File: config.mk
export PLATFORM = sky130hd
export DESIGN_NAME = pod_decoder
export DESIGN_NICKNAME = d
export VERILOG_FILES = /design/src/core/pod_pkg.sv /design/src/core/pod_cls_if.sv /design/src/core/pod_classify.sv /design/src/core/pod_decoder.sv
export SDC_FILE = /design/constraint.sdc
export NUM_CORES = 1
export LEC_CHECK = 0
export BUFFER_PORTS_ARGS = -buffer_cell sky130_fd_sc_hd__buf_2
export CORE_MARGIN = 3
export CORE_UTILIZATION = 30
export DETAILED_ROUTE_END_ITERATION = 7
export PLACE_DENSITY_LB_ADDON = 0.25
export SYNTH_ARGS = -nofsm -noshare
export SYNTH_HDL_FRONTEND = slang
export SYNTH_SLANG_ARGS = --single-unit
File: constraint.sdc
create_clock -name clk_i -period 6.1 [get_ports clk_i]
set_input_delay 1.525 -clock clk_i [delete_from_list [all_inputs] [get_ports clk_i]]
set_output_delay 1.525 -clock clk_i [all_outputs]
set_load 0.05 [all_outputs]
File: src/core/pod_pkg.sv
// Purpose: Shared constants and types of the prefixed opcode decoder.
// Assumes: One opcode byte per accepted cycle from the fetch path.
// Notes: Opcode columns follow the high nibble of the opcode byte.
// Notes on behaviour
// (RULE1) Recognise 63 instructions in 13 groups.
// (RULE2) Instruction length is one to four bytes.
// (RULE3) One opcode byte; three prefix values extend it.
// (RULE4) Prefix precedes opcode; zero to two operands follow.
// (RULE5) Prefixes modify only X-based or direct opcodes.
// (RULE6) Prefix 90 swaps X for Y.
// (RULE7) Prefix 92 makes direct forms indirect.
// (RULE8) Prefix 92 makes X-indexed indirect X-indexed.
// (RULE9) Prefix 91 makes X indirect indexed use Y.
// (RULE10) Bare opcode is base; prefix never executes alone.
package pod_pkg;
    localparam logic [7:0] Y_SUBSTITUTE_PREFIX = 8'h90;
    localparam logic [7:0] Y_INDIRECT_INDEXED_PREFIX = 8'h91;
    localparam logic [7:0] INDIRECT_MODE_PREFIX = 8'h92;
    localparam int NUM_GROUPS = 13;
    localparam int NUM_INSNS = 63;
    localparam int MAX_OPERANDS = 2;
    localparam logic [7:0] RST_OPCODE = 8'h00;
    localparam logic [15:0] RST_OPERAND = 16'h0000;
    localparam logic [2:0] RST_LENGTH = 3'h1;
    // Addressing columns, taken from the opcode high nibble.
    localparam logic [3:0] COL_BIT_BRANCH = 4'h0;
    localparam logic [3:0] COL_BIT_OP = 4'h1;
    localparam logic [3:0] COL_REL = 4'h2;
    localparam logic [3:0] COL_RMW_DIR = 4'h3;
    localparam logic [3:0] COL_RMW_A = 4'h4;
    localparam logic [3:0] COL_RMW_X = 4'h5;
    localparam logic [3:0] COL_RMW_IDX1 = 4'h6;
    localparam logic [3:0] COL_RMW_IDX0 = 4'h7;
    localparam logic [3:0] COL_MISC0 = 4'h8;
    localparam logic [3:0] COL_MISC1 = 4'h9;
    localparam logic [3:0] COL_IMM = 4'hA;
    localparam logic [3:0] COL_DIR = 4'hB;
    localparam logic [3:0] COL_EXT = 4'hC;
    localparam logic [3:0] COL_IDX2 = 4'hD;
    localparam logic [3:0] COL_IDX1 = 4'hE;
    localparam logic [3:0] COL_IDX0 = 4'hF;
    typedef enum logic [1:0] {
        PFX_NONE, PFX_Y, PFX_IND, PFX_YIND
    } pod_pfx_e;
    typedef enum logic [3:0] {
        GRP_LOAD, GRP_STACK, GRP_INCDEC, GRP_CMP, GRP_LOGIC, GRP_BIT,
        GRP_BITBR, GRP_ARITH, GRP_SHIFT, GRP_JUMP, GRP_COND, GRP_INT,
        GRP_FLAG, GRP_NONE
    } pod_grp_e;
    typedef enum logic {
        ST_OPCODE, ST_OPERAND
    } pod_state_e;
endpackage

File: src/core/pod_cls_if.sv
// Purpose: Carries one opcode and its prefix to the classifier and back.
// Assumes: Purely combinational traffic within one clock.
// Notes: The decoder owns the request side.
`timescale 1ns/1ns
interface pod_cls_if;
    logic [7:0] opcode;
    pod_pkg::pod_pfx_e pfx;
    pod_pkg::pod_grp_e grp;
    logic [1:0] ops;
    logic idx_y;
    logic indirect;
    logic legal;
    modport dec (output opcode, output pfx, input grp, input ops,
                 input idx_y, input indirect, input legal);
    modport cls (input opcode, input pfx, output grp, output ops,
                 output idx_y, output indirect, output legal);
endinterface

File: src/core/pod_classify.sv
// Purpose: Classify one opcode under its prefix into group and operands.
// Assumes: Prefix already separated from the opcode by the caller.
// Notes: Unused encodings fall into the none group and report illegal.
`timescale 1ns/1ns
module pod_classify (
    pod_cls_if.cls c
);
    wire [3:0] col = c.opcode[7:4];
    wire [3:0] lo = c.opcode[3:0];
    wire col_rmw = (col >= pod_pkg::COL_RMW_DIR) &&
                   (col <= pod_pkg::COL_RMW_IDX0);
    wire col_alu = col >= pod_pkg::COL_IMM;
    wire x_indexed = (col == pod_pkg::COL_RMW_IDX1) ||
                     (col == pod_pkg::COL_IDX2) ||
                     (col == pod_pkg::COL_IDX1);
    wire idx_any = x_indexed || (col == pod_pkg::COL_RMW_IDX0) ||
                   (col == pod_pkg::COL_IDX0);
    wire x_reg = (col == pod_pkg::COL_RMW_X) ||
                 (col_alu && (lo == 4'h3 || lo == 4'hE || lo == 4'hF)) ||
                 (c.opcode == 8'h42) || (c.opcode == 8'h85) ||
                 (c.opcode == 8'h89) ||
                 (c.opcode >= 8'h93 && c.opcode <= 8'h97);
    // X-based covers indexed, inherent-on-X and X-destination forms.
    wire x_based = idx_any || x_reg;
    wire direct_based = (col == pod_pkg::COL_BIT_BRANCH) ||
                        (col == pod_pkg::COL_BIT_OP) ||
                        (col == pod_pkg::COL_RMW_DIR) ||
                        (col == pod_pkg::COL_DIR) ||
                        (col == pod_pkg::COL_EXT);
    wire ok_y = x_based; // [RULE5] [RULE6]
    wire ok_ind = direct_based || x_indexed; // [RULE5] [RULE7] [RULE8]
    wire ok_yind = x_indexed; // [RULE5] [RULE9]
    wire pfx_ok = (c.pfx == pod_pkg::PFX_NONE) ||
                  (c.pfx == pod_pkg::PFX_Y && ok_y) ||
                  (c.pfx == pod_pkg::PFX_IND && ok_ind) ||
                  (c.pfx == pod_pkg::PFX_YIND && ok_yind);
    wire is_ind = (c.pfx == pod_pkg::PFX_IND) ||
                  (c.pfx == pod_pkg::PFX_YIND);
    logic [1:0] base_ops;
    pod_pkg::pod_grp_e grp_w;

    // Base operand count per addressing column.
    always_comb begin
        case (col)
            pod_pkg::COL_BIT_BRANCH, pod_pkg::COL_EXT,
            pod_pkg::COL_IDX2: base_ops = 2'h2;
            pod_pkg::COL_BIT_OP, pod_pkg::COL_REL, pod_pkg::COL_RMW_DIR,
            pod_pkg::COL_RMW_IDX1, pod_pkg::COL_IMM, pod_pkg::COL_DIR,
            pod_pkg::COL_IDX1: base_ops = 2'h1;
            default: base_ops = 2'h0;
        endcase
    end

    // Group per opcode; 13 groups span the base instruction set. [RULE1]
    always_comb begin
        grp_w = pod_pkg::GRP_NONE;
        if (col == pod_pkg::COL_BIT_BRANCH) begin
            grp_w = pod_pkg::GRP_BITBR;
        end else if (col == pod_pkg::COL_BIT_OP) begin
            grp_w = pod_pkg::GRP_BIT;
        end else if (col == pod_pkg::COL_REL) begin
            grp_w = (lo == 4'h0) ? pod_pkg::GRP_JUMP : pod_pkg::GRP_COND;
        end else if (col_rmw) begin
            case (lo)
                4'h0, 4'h3: grp_w = pod_pkg::GRP_LOGIC;
                4'h2: grp_w = (c.opcode == 8'h42) ? pod_pkg::GRP_ARITH
                                                  : pod_pkg::GRP_NONE;
                4'h4, 4'h6, 4'h7, 4'h8, 4'h9, 4'hE: grp_w = pod_pkg::GRP_SHIFT;
                4'hA, 4'hC: grp_w = pod_pkg::GRP_INCDEC;
                4'hD: grp_w = pod_pkg::GRP_CMP;
                4'hF: grp_w = pod_pkg::GRP_LOAD;
                default: grp_w = pod_pkg::GRP_NONE;
            endcase
        end else if (col_alu) begin
            case (lo)
                4'h0, 4'h2, 4'h9, 4'hB: grp_w = pod_pkg::GRP_ARITH;
                4'h1, 4'h3, 4'h5: grp_w = pod_pkg::GRP_CMP;
                4'h4, 4'h8, 4'hA: grp_w = pod_pkg::GRP_LOGIC;
                4'hC, 4'hD: grp_w = pod_pkg::GRP_JUMP;
                default: grp_w = pod_pkg::GRP_LOAD;
            endcase
            if (col == pod_pkg::COL_IMM && (lo == 4'h7 || lo == 4'hC ||
                                            lo == 4'hF)) begin
                grp_w = (lo == 4'hD) ? grp_w : pod_pkg::GRP_NONE;
            end
            if (col == pod_pkg::COL_IMM && lo == 4'hD) begin
                grp_w = pod_pkg::GRP_JUMP;
            end
        end else begin
            case (c.opcode)
                8'h80, 8'h83, 8'h8E, 8'h8F: grp_w = pod_pkg::GRP_INT;
                8'h81, 8'h9D: grp_w = pod_pkg::GRP_JUMP;
                8'h84, 8'h85, 8'h86, 8'h88, 8'h89, 8'h8A, 8'h9C:
                    grp_w = pod_pkg::GRP_STACK;
                8'h93, 8'h94, 8'h95, 8'h96, 8'h97: grp_w = pod_pkg::GRP_LOAD;
                8'h98, 8'h99, 8'h9A, 8'h9B: grp_w = pod_pkg::GRP_FLAG;
                default: grp_w = pod_pkg::GRP_NONE;
            endcase
        end
    end

    assign c.grp = grp_w;
    assign c.legal = pfx_ok && (grp_w != pod_pkg::GRP_NONE);
    // Indirect forms carry a one-byte pointer, plus the branch offset.
    assign c.ops = !is_ind ? base_ops :
                   (col == pod_pkg::COL_BIT_BRANCH) ? 2'h2 : 2'h1; // [RULE4]
    assign c.idx_y = (c.pfx == pod_pkg::PFX_Y) ||
                     (c.pfx == pod_pkg::PFX_YIND); // [RULE6] [RULE9]
    assign c.indirect = is_ind; // [RULE7] [RULE8]
endmodule

File: src/core/pod_decoder.sv
// Purpose: Split the fetched byte stream into prefixed instructions.
// Assumes: Bytes come from same-clock fetch logic, one per valid cycle.
// Notes: Results stand from one report until the next opcode byte is taken.
`timescale 1ns/1ns
module pod_decoder (
    input wire logic clk_i,
    input wire logic rst_i,
    input wire logic ce_i,
    input wire logic byte_valid_i,
    input wire logic [7:0] byte_i,
    output logic insn_valid_o,
    output logic [7:0] opcode_o,
    output logic [1:0] prefix_o,
    output logic index_y_o,
    output logic indirect_o,
    output logic [3:0] group_o,
    output logic [1:0] operand_count_o,
    output logic [2:0] length_o,
    output logic [15:0] operand_o,
    output logic illegal_o,
    output logic pending_o
);
    pod_cls_if cif ();
    pod_classify u_cls (.c(cif.cls));

    pod_pkg::pod_state_e state_r;
    pod_pkg::pod_pfx_e pfx_r;
    logic pfx_dup_r;
    logic insn_valid_r;
    logic [7:0] opcode_r;
    pod_pkg::pod_pfx_e pfx_out_r;
    logic idx_y_r;
    logic ind_r;
    pod_pkg::pod_grp_e grp_r;
    logic [1:0] ops_r;
    logic [1:0] left_r;
    logic [2:0] length_r;
    logic [15:0] operand_r;
    logic illegal_r;

    wire take = ce_i && byte_valid_i;
    wire in_opc = (state_r == pod_pkg::ST_OPCODE);
    wire is_pfx_y = byte_i == pod_pkg::Y_SUBSTITUTE_PREFIX;
    wire is_pfx_i = byte_i == pod_pkg::INDIRECT_MODE_PREFIX;
    wire is_pfx_yi = byte_i == pod_pkg::Y_INDIRECT_INDEXED_PREFIX;
    wire is_pfx = is_pfx_y || is_pfx_i || is_pfx_yi; // [RULE3]
    wire take_pfx = take && in_opc && is_pfx;
    wire take_opc = take && in_opc && !is_pfx;
    wire take_opr = take && !in_opc;
    wire last_opr = take_opr && (left_r == 2'h1);
    wire has_pfx = pfx_r != pod_pkg::PFX_NONE;
    wire [2:0] len_w = 3'h1 + {2'h0, has_pfx} + {1'b0, cif.ops}; // [RULE2]
    wire emit_now = take_opc && (cif.ops == 2'h0);
    pod_pkg::pod_pfx_e pfx_new;

    assign pfx_new = is_pfx_y ? pod_pkg::PFX_Y :
                     is_pfx_i ? pod_pkg::PFX_IND : pod_pkg::PFX_YIND;
    assign cif.opcode = byte_i;
    assign cif.pfx = pfx_r;

    // Sequencer: opcode stage waits for operands when the mode needs them.
    always_ff @(posedge clk_i) begin
        if (rst_i) begin
            state_r <= pod_pkg::ST_OPCODE;
        end else if (take_opc && cif.ops != 2'h0) begin
            state_r <= pod_pkg::ST_OPERAND; // [RULE4]
        end else if (last_opr) begin
            state_r <= pod_pkg::ST_OPCODE;
        end
    end

    // A prefix only arms the next opcode and is consumed by it. [RULE10]
    // A repeated prefix replaces the first and flags the result illegal.
    always_ff @(posedge clk_i) begin
        if (rst_i) begin
            pfx_r <= pod_pkg::PFX_NONE;
            pfx_dup_r <= 1'b0;
        end else if (take_pfx) begin
            pfx_r <= pfx_new; // [RULE3] [RULE4]
            pfx_dup_r <= has_pfx;
        end else if (take_opc) begin
            pfx_r <= pod_pkg::PFX_NONE;
            pfx_dup_r <= 1'b0;
        end
    end

    // Opcode results are latched when the opcode byte is taken.
    always_ff @(posedge clk_i) begin
        if (rst_i) begin
            opcode_r <= pod_pkg::RST_OPCODE;
            pfx_out_r <= pod_pkg::PFX_NONE;
            idx_y_r <= 1'b0;
            ind_r <= 1'b0;
            grp_r <= pod_pkg::GRP_NONE;
            ops_r <= 2'h0;
            length_r <= pod_pkg::RST_LENGTH;
            illegal_r <= 1'b0;
        end else if (take_opc) begin
            opcode_r <= byte_i;
            pfx_out_r <= pfx_r;
            idx_y_r <= cif.idx_y; // [RULE6] [RULE9]
            ind_r <= cif.indirect; // [RULE7] [RULE8]
            grp_r <= cif.grp; // [RULE1]
            ops_r <= cif.ops;
            length_r <= len_w; // [RULE2]
            illegal_r <= !cif.legal || pfx_dup_r; // [RULE5]
        end
    end

    // Operand bytes arrive low address first and shift in high first.
    always_ff @(posedge clk_i) begin
        if (rst_i) begin
            operand_r <= pod_pkg::RST_OPERAND;
            left_r <= 2'h0;
        end else if (take_opc) begin
            operand_r <= pod_pkg::RST_OPERAND;
            left_r <= cif.ops;
        end else if (take_opr) begin
            operand_r <= {operand_r[7:0], byte_i};
            left_r <= left_r - 2'h1;
        end
    end

    // Report pulse lasts one enabled cycle; a low enable freezes it.
    always_ff @(posedge clk_i) begin
        if (rst_i) begin
            insn_valid_r <= 1'b0;
        end else if (ce_i) begin
            insn_valid_r <= emit_now || last_opr; // [RULE10]
        end
    end

    assign insn_valid_o = insn_valid_r;
    assign opcode_o = opcode_r;
    assign prefix_o = pfx_out_r;
    assign index_y_o = idx_y_r;
    assign indirect_o = ind_r;
    assign group_o = grp_r;
    assign operand_count_o = ops_r;
    assign length_o = length_r;
    assign operand_o = operand_r;
    assign illegal_o = illegal_r;
    assign pending_o = state_r == pod_pkg::ST_OPERAND;
endmodule

# After elaboration in Yosys (flattened, before gate mapping)
# Memories as Yosys holds them, arrays and structs flattened.
# Cells that the tools add are included.
[word_totals]
regBits = 45
mem_bits_ro = 96
inputBits = 12
memories = 2
[classes]
n_addsub = 3
magnitude_cmp = 5
eq_ne = 55
mux = 24
n_bitwise = 1
reduce_logical = 65
[mem_list]
columns = ["name", "depth", "word_bits", "read_ports", "rd_ports_with_merged_regs", "write_ports", "line", "source"]
rows = [
  ["(name not given)", 16, 4, 1, 0, 0, "pod_classify.sv:75", "case (lo)"],
  ["(name not given)", 16, 2, 1, 0, 0, "pod_classify.sv:44", "case (col)"],
]
[ops]
columns = ["operator", "count"]
rows = [
  ["$eq A8 B8 Y1 const B", 25],
  ["$eq A4 B4 Y1 const B", 13],
  ["$mux W4", 9],
  ["$logic_or A1 B1 Y1", 28],
  ["$eq A4 B3 Y1 const B", 6],
  ["$pmux W4 S6", 1],
  ["$pmux W4 S5", 1],
  ["$logic_and A1 B1 Y1", 17],
  ["$eq A4 B2 Y1 const B", 4],
  ["$mux W2", 8],
  ["$reduce_bool A2 Y1", 5],
  ["$eq A8 B7 Y1 const B", 1],
  ["$ge A8 B8 Y1 const B", 1],
  ["$le A8 B8 Y1 const B", 1],
  ["$logic_not A4 Y1", 2],
  ["$reduce_or A2 Y1", 4],
  ["$reduce_or A4 Y1", 2],
  ["$reduce_or A7 Y1", 1],
  ["$reduce_or A6 Y1", 1],
  ["$mux W1", 5],
  ["$reduce_or A5 Y1", 1],
  ["$eq A2 B1 Y1 const B", 2],
  ["$eq A2 B2 Y1 const B", 2],
  ["$eq A4 B1 Y1 const B", 1],
  ["other kinds (10)", 12],
]

# Logic depth before layout (Yosys ltp)
# Gate-level depths: netlist of run 1.
[depth]
word_depth = 17
mapped_depth = 11

# By module
# Synthesis of run 1 repeated with hierarchy kept, for this count alone.
[unflattened]
hier_cells = 323
hier_area_um2 = 2722.6
[by_module_without_submodules]
columns = ["module", "instances", "cells_each", "area_each_um2"]
rows = [
  ["pod_decoder", 1, 199, 2003.2],
  ["pod_classify", 1, 124, 719.4],
]

# Least setup slack after synthesis of run 1
# Ideal clock, no wire load.
[synth_timing]
path_type = "input port to flip-flop"
start = "in byte_i[7]"
end = "reg length_r[1], in the netlist length_o[1]"
setup_time_ns = 0.132
arrival_ns = 2.888
required_ns = 5.968
slack_ns = 3.080
cell_stages = 11
path_buffers = 2
path_cell_list = "buf_4 -> clkbuf_1 -> o21ai_0 -> a21oi_1 -> o21a_1 -> inv_1 -> ha_1 -> inv_1 -> ha_1 -> nand2_1 -> a21oi_1"
[synth_via]
elab_cells_between_ends = 12
[synth_lines]
columns = ["element", "line", "source"]
rows = [
  ["from (decl)", "pod_decoder.sv:10", "input wire logic [7:0] byte_i,"],
  ["branches (longest 2 deep; another with $mem_v2 Z16 W2)", "n/a", ""],
  ["$mux W2 (*)", "pod_classify.sv:105", "assign c.ops = !is_ind ? base_ops :"],
  ["$add A2 B2 Y3 (*)", "pod_decoder.sv:52", "wire [2:0] len_w = 3'h1 + {2'h0, has_pfx} + {1'b0, cif.ops};"],
  ["via len_w[1]", "pod_decoder.sv:52", ""],
  ["to (signal assigned)", "pod_decoder.sv:96", "length_r <= pod_pkg::RST_LENGTH;"],
  ["to (signal assigned)", "pod_decoder.sv:105", "length_r <= len_w;"],
  ["to (decl)", "pod_decoder.sv:37", "logic [2:0] length_r;"],
]
# Mark *: on every way through the listed nets, which the timed path passes.
# A chain may end at the register's enable or synchronous reset.

# Worst setup path after layout of run 1
[layout_timing]
start = "in byte_i[2]"
end = "reg operand_r[2], in the netlist operand_o[2]"
[layout_via]
elab_chain_cells = 6
elab_cells_between_ends = 8
[layout_lines]
columns = ["element", "line", "source"]
rows = [
  ["$eq A8 B8 Y1, on equally long branches", "pod_decoder.sv:43, pod_decoder.sv:44", ""],
  ["$logic_or A1 B1 Y1 (2 in a row)", "pod_decoder.sv:46", "wire is_pfx = is_pfx_y || is_pfx_i || is_pfx_yi;"],
  ["$logic_not A1 Y1", "pod_decoder.sv:48", "wire take_opc = take && in_opc && !is_pfx;"],
  ["$logic_and A1 B1 Y1", "pod_decoder.sv:48", ""],
  ["$reduce_or A2 Y1 (no source line)", "n/a", ""],
  ["to (signal assigned)", "pod_decoder.sv:113", "operand_r <= pod_pkg::RST_OPERAND;"],
  ["to (signal assigned)", "pod_decoder.sv:116", "operand_r <= pod_pkg::RST_OPERAND;"],
  ["to (signal assigned)", "pod_decoder.sv:119", "operand_r <= {operand_r[7:0], byte_i};"],
  ["to (decl)", "pod_decoder.sv:38", "logic [15:0] operand_r;"],
]
# Several ways; a longest one is shown, not always the timed one.

==> results.toml, run 1 <==
[timing]
drv_slew = 0
max_freq_ghz = 0.297
hold_violations = 0
worst_pin_slew_ns = 0.917
finalSetupViolations = 0
finalSetupTns_ns = 0
finalCritPeriodShare_pct = 55.2
relSlewSlack_pct = 38.6
skew_ns = 0.00755
hold_ws_ns = 0.454
rsz0062_at_grt = "false"
min_period_ns = 3.37

[critical_path]
start_kind = "primary input"
required_ns = 6.32
r2r-end = "operand_o[2]"
critPathCaptureType = "register"
path_max_fanout = 29
critPathKind = "primary input to register"
rr_startpoint = "pending_o"
r2r_cells = 4
reg2reg_slack_ns = 4.04
startpoint = "byte_i[2]"
cp-endpoint = "operand_o[2]"
critPathArrivalTime_ns = 3.58

[die]
die-area_um2 = 9260
rows = 32
coreArea_um2 = 7810
die_w_um = 96.2
io_pins = 52
start_util_pct = 31.3
die_h_um = 96.2

[finish]
num-nets-final = 373
layout_commonest_cell = "nand2_1"
area_growth_pct = 13.7
fill_cells = 852
drive_gt1_share_pct = 18.7
antennaDiodeCount = 0
mostFrequentLayoutCells = "nand2_1 (80), buf_2 (51), a21oi_1 (49)"

[synthesis]
synth_edf_count = 0
synth_area_leader_cell = "dfxtp_1"
yosys_warnings = 0
synth_cells = 328
synth.distinct_cells = 57
yosysTopAreaCellShare_pct = 36.9
synth_area_leaders = "dfxtp_1 (37%), nand2_1 (12%), a21oi_1 (10%), nor2_1 (2.8%), buf_2 (2.5%)"
ys_ff_latch = 45
synth_area_per_cell_um2 = 7.45
ys_async_sr_fraction_pct = 0
synth_ff_type = "dfxtp_1"
synthesis.area_um2 = 2440
syn-num-nets = 343
synth-seq-area-share_pct = 36.9

[detailed_routing]
drc_errors = 0
drtIter0Drc = 284
first_pass_iters = 4
wl_per_cell_um = 14.2
vias_per_cell = 5.24
wl_um = 6510
antenna_left = 0
dr_total_vias = 2409

[clock_network]
cts-root-buf = "clkbuf_8"
cts_tree = "yes"
numClockSinks = 45
clk_pin_slew_ns = 0.08
clock_latency_ns = 0.30
ctsHoldBuffers = 0
cts_resized = 0
cts_buffers = 5
ctsHtreeMaxLevel = 2
cts_setup_buffers = 0
cts_buffer_depth = 2

[power]
ir_drop_uv = 75.2
power.density_nw_per_um2 = 221
power.leakage_nw = 1.08

[placement]
gp_congestion = 0.901
dpl.hpwl_um = 4650
io_buffers = 51

[worst_hold_path]
worst_hold_path_type = "register to register"
hold_start = "opcode_o[3]"
min_path_cells = 2

[outcome]
status = "complete, no violations"

[global_route]
overflow = 0
grt_pass1_wl_um = 10700
track_usage_pct = 14.6
grt_pass1_vias = 2131
grt_max_degree = 31
antenna_found_initial = 0

[job]
maxCapViolations = 0
==> critical path, stage by stage <==
cell	delay, ns
buf_2	0.21
nor2_1	0.47
a31o_2	0.63
nand2b_1	0.47
a21oi_1	0.25
==> report_power, final <==
group / internal, mW / switching, mW / total (mW)
Combinational: 0.0340 / 0.0885 / 0.122
Clock: 0.0899 / 0.0945 / 0.184
Sequential: 0.303 / 0.00526 / 0.308
==> worst min-delay path by stage <==
stage                         end  slack (ns)
floorplan               left_r[1]        0.46
global placement      prefix_o[1]        0.44
detailed placement    opcode_o[3]        0.45
CTS                   opcode_o[3]        0.46
global route        operand_o[10]        0.48
finish                opcode_o[3]        0.45
==> metal layers <==
layer	track usage, %	up-vias	wire (um)
met5	0	-	0
met4	4.50	0	109
met3	2.97	13	429
met2	22.2	88	2930
met1	20.5	1106	3040
li1	-	1202	-
==> state kept, by name, summed over array words and instances, names as in the netlist, 2 cells and up <==
signal,flops
prefix_o,2
left_r,2
length_o,3
group_o,4
opcode_o,8
operand_o,16
operand_count_o,2
cif.pfx,2
==> synthesized netlist by cell type (all sizes together) (2+ instances only) <==
master and n:
mux2 2, buf 18, nor2 18, inv 7, a211o 2, mux2i 2, nor2b 6, a31o 2
nand3 7, and4bb 2, nand2b 5, a21o 2, nor3 6, ha 3, a31oi 4, a22oi 4
a311oi 2, o211ai 6, nor4b 2, nand4 2, nor4 2, dfxtp 45, a21oi 49, o21a 2
o21ai 10, nand2 80, o31ai 4, and2 2, clkbuf 10, and3 3
==> layout make-up <==
| cell class | count | area [um2] | share of cell area (%) |
|---|---|---|---|
| tap | 102 | 128 | 4.60 |
| clock buffer | 7 | 86.3 | 3.11 |
| sequential | 45 | 901 | 32.4 |
| inverter | 7 | 26.3 | 0.946 |
| timing repair buffer | 51 | 255 | 9.19 |
| multi-input combinational | 248 | 1380 | 49.7 |
==> cells by family after synthesis <==
group	synth area share, %
flip-flops	36.9
adder cells (fa/ha/maj)	1.54
multiplexers	1.74
buffers and inverters	6.61
AND/OR/NAND/NOR	28.9
AO/OA/AOI/OAI	23.6
XOR/XNOR	0.717
==> metrics by stage <==
| step | cells | total power, mW | area [um2] | worst slack [ns] | utilization [%] |
|---|---|---|---|---|---|
| after floorplan | 328 | 0.412 | 2440 | 3.08 | - |
| after global placement | 453 | 0.438 | 2690 | 2.49 | 34.5 |
| after detailed placement | 453 | 0.437 | 2690 | 2.43 | 34.5 |
| after CTS | 460 | 0.622 | 2780 | 2.74 | 35.6 |
| after global routing | 460 | 0.647 | 2780 | 2.48 | 35.6 |
| final | 460 | 0.615 | 2780 | 2.73 | 35.6 |
Note: power is estimated with default switching activity, not from simulation.
==> run 2: changes to the inputs <==
==> constraint.sdc (replaced) <==
create_clock -name clk_i -period 3.4 [get_ports clk_i]
set_input_delay 0.85 -clock clk_i [delete_from_list [all_inputs] [get_ports clk_i]]
set_output_delay 0.85 -clock clk_i [all_outputs]
set_load 0.05 [all_outputs]
==> results.toml, run 2 (synthesized netlist as in run 1, its figures left out) <==
[detailed_routing]
wl_um = 6610
antenna_left = 0
first_pass_iters = 4
drtIter0Drc = 219
wl_per_cell_um = 14.2
dr_total_vias = 2376
drc_errors = 0
vias_per_cell = 5.12

[clock_network]
cts_tree = "yes"
cts_buffers = 5
cts_buffer_depth = 2
clock_latency_ns = 0.30
ctsHoldBuffers = 0
ctsHtreeMaxLevel = 2
cts-root-buf = "clkbuf_8"
clk_pin_slew_ns = 0.09
cts_resized = 0
cts_setup_buffers = 0
numClockSinks = 45

[power]
power.density_nw_per_um2 = 419
ir_drop_uv = 150
power.leakage_nw = 1.11

[die]
start_util_pct = 31.3
coreArea_um2 = 7810
die_w_um = 96.2
die-area_um2 = 9260
io_pins = 52
die_h_um = 96.2
rows = 32

[finish]
multi_input_area_um2 = 1380
antennaDiodeCount = 0
regArea_um2 = 901
layout_commonest_cell = "nand2_1"
num-nets-final = 376
drive_gt1_share_pct = 19.9
fill_cells = 864
area_growth_pct = 15.8
mostFrequentLayoutCells = "nand2_1 (80), buf_2 (51), a21oi_1 (49)"
fin_area_um2 = 2830
largest_reg_flops = 16

[timing]
finalSetupViolations = 0
finalCritPeriodShare_pct = 74.0
finalSetupTns_ns = 0
rsz0062_at_grt = "false"
max_freq_ghz = 0.397
relSlewSlack_pct = 50.2
hold_ws_ns = 0.453
skew_ns = 0.0107
worst_pin_slew_ns = 0.744
drv_slew = 0
min_period_ns = 2.52
hold_violations = 0
setup_ws_ns = 0.884

[placement]
placedInstanceArea_um2 = 2710
io_buffers = 51
gp_congestion = 0.848
dpl.hpwl_um = 4730
pre_cts_ws_ns = 0.645

[global_route]
track_usage_pct = 14.6
grt_pass1_vias = 2204
antenna_found_initial = 0
overflow = 0
grt_max_degree = 31
grt_pass1_wl_um = 10800

[critical_path]
r2r_cells = 6
critPathArrivalTime_ns = 2.77
required_ns = 3.65
start_kind = "primary input"
path_max_fanout = 20
critPathCaptureType = "register"
reg2reg_slack_ns = 1.50
critPathKind = "primary input to register"

[outcome]
status = "complete, no violations"

[worst_hold_path]
min_path_cells = 2
worst_hold_path_type = "register to register"

[job]
maxCapViolations = 0
==> run 2: final timing paths <==
check	endpoint	from
max	illegal_o	byte_i[2]
min	indirect_o	indirect_o
max reg2reg	illegal_o	pending_o
min reg2reg	indirect_o	indirect_o
==> run 2: cell type report <==
type,count,area share [%]
well taps,102,4.51
inverters,7,0.929
clock inverters,3,1.64
repair buffers,54,9.82
multi-input cells,248,48.8
flip-flops and latches,45,31.9
clock buffers,5,2.43
==> run 2: power by group <==
group	leakage [nW]	switching [mW]	total [mW]	internal (mW)
clock network	0.0543	0.189	0.409	0.220
registers	0.365	0.00945	0.552	0.543
logic	0.690	0.160	0.223	0.0631
==> run 2: metrics by stage <==
step	std cells	util (%)	power (mW)
3_5_place_dp	456	34.7	0.788
2_1_floorplan	328	-	0.739
5_1_grt	464	36.2	1.24
4_1_cts	464	36.2	1.19
3_3_place_gp	456	34.7	0.788
6_report	464	36.2	1.18
==> run 2: worst max-delay path: stages <==
cell	delay, ns
buf_2	0.21
nor2_1	0.54
o32ai_1	0.19
a22oi_1	0.35
a21oi_1	0.13
nor4bb_1	0.28
a41o_1	0.20
==> run 2: routing by layer <==
layer,global-route usage [%],wire [um],up-vias
li1,-,-,1208
met3,3.44,367,13
met4,4.38,99,0
met1,19.2,3080,1077
met2,23.7,3060,78
met5,0,0,-
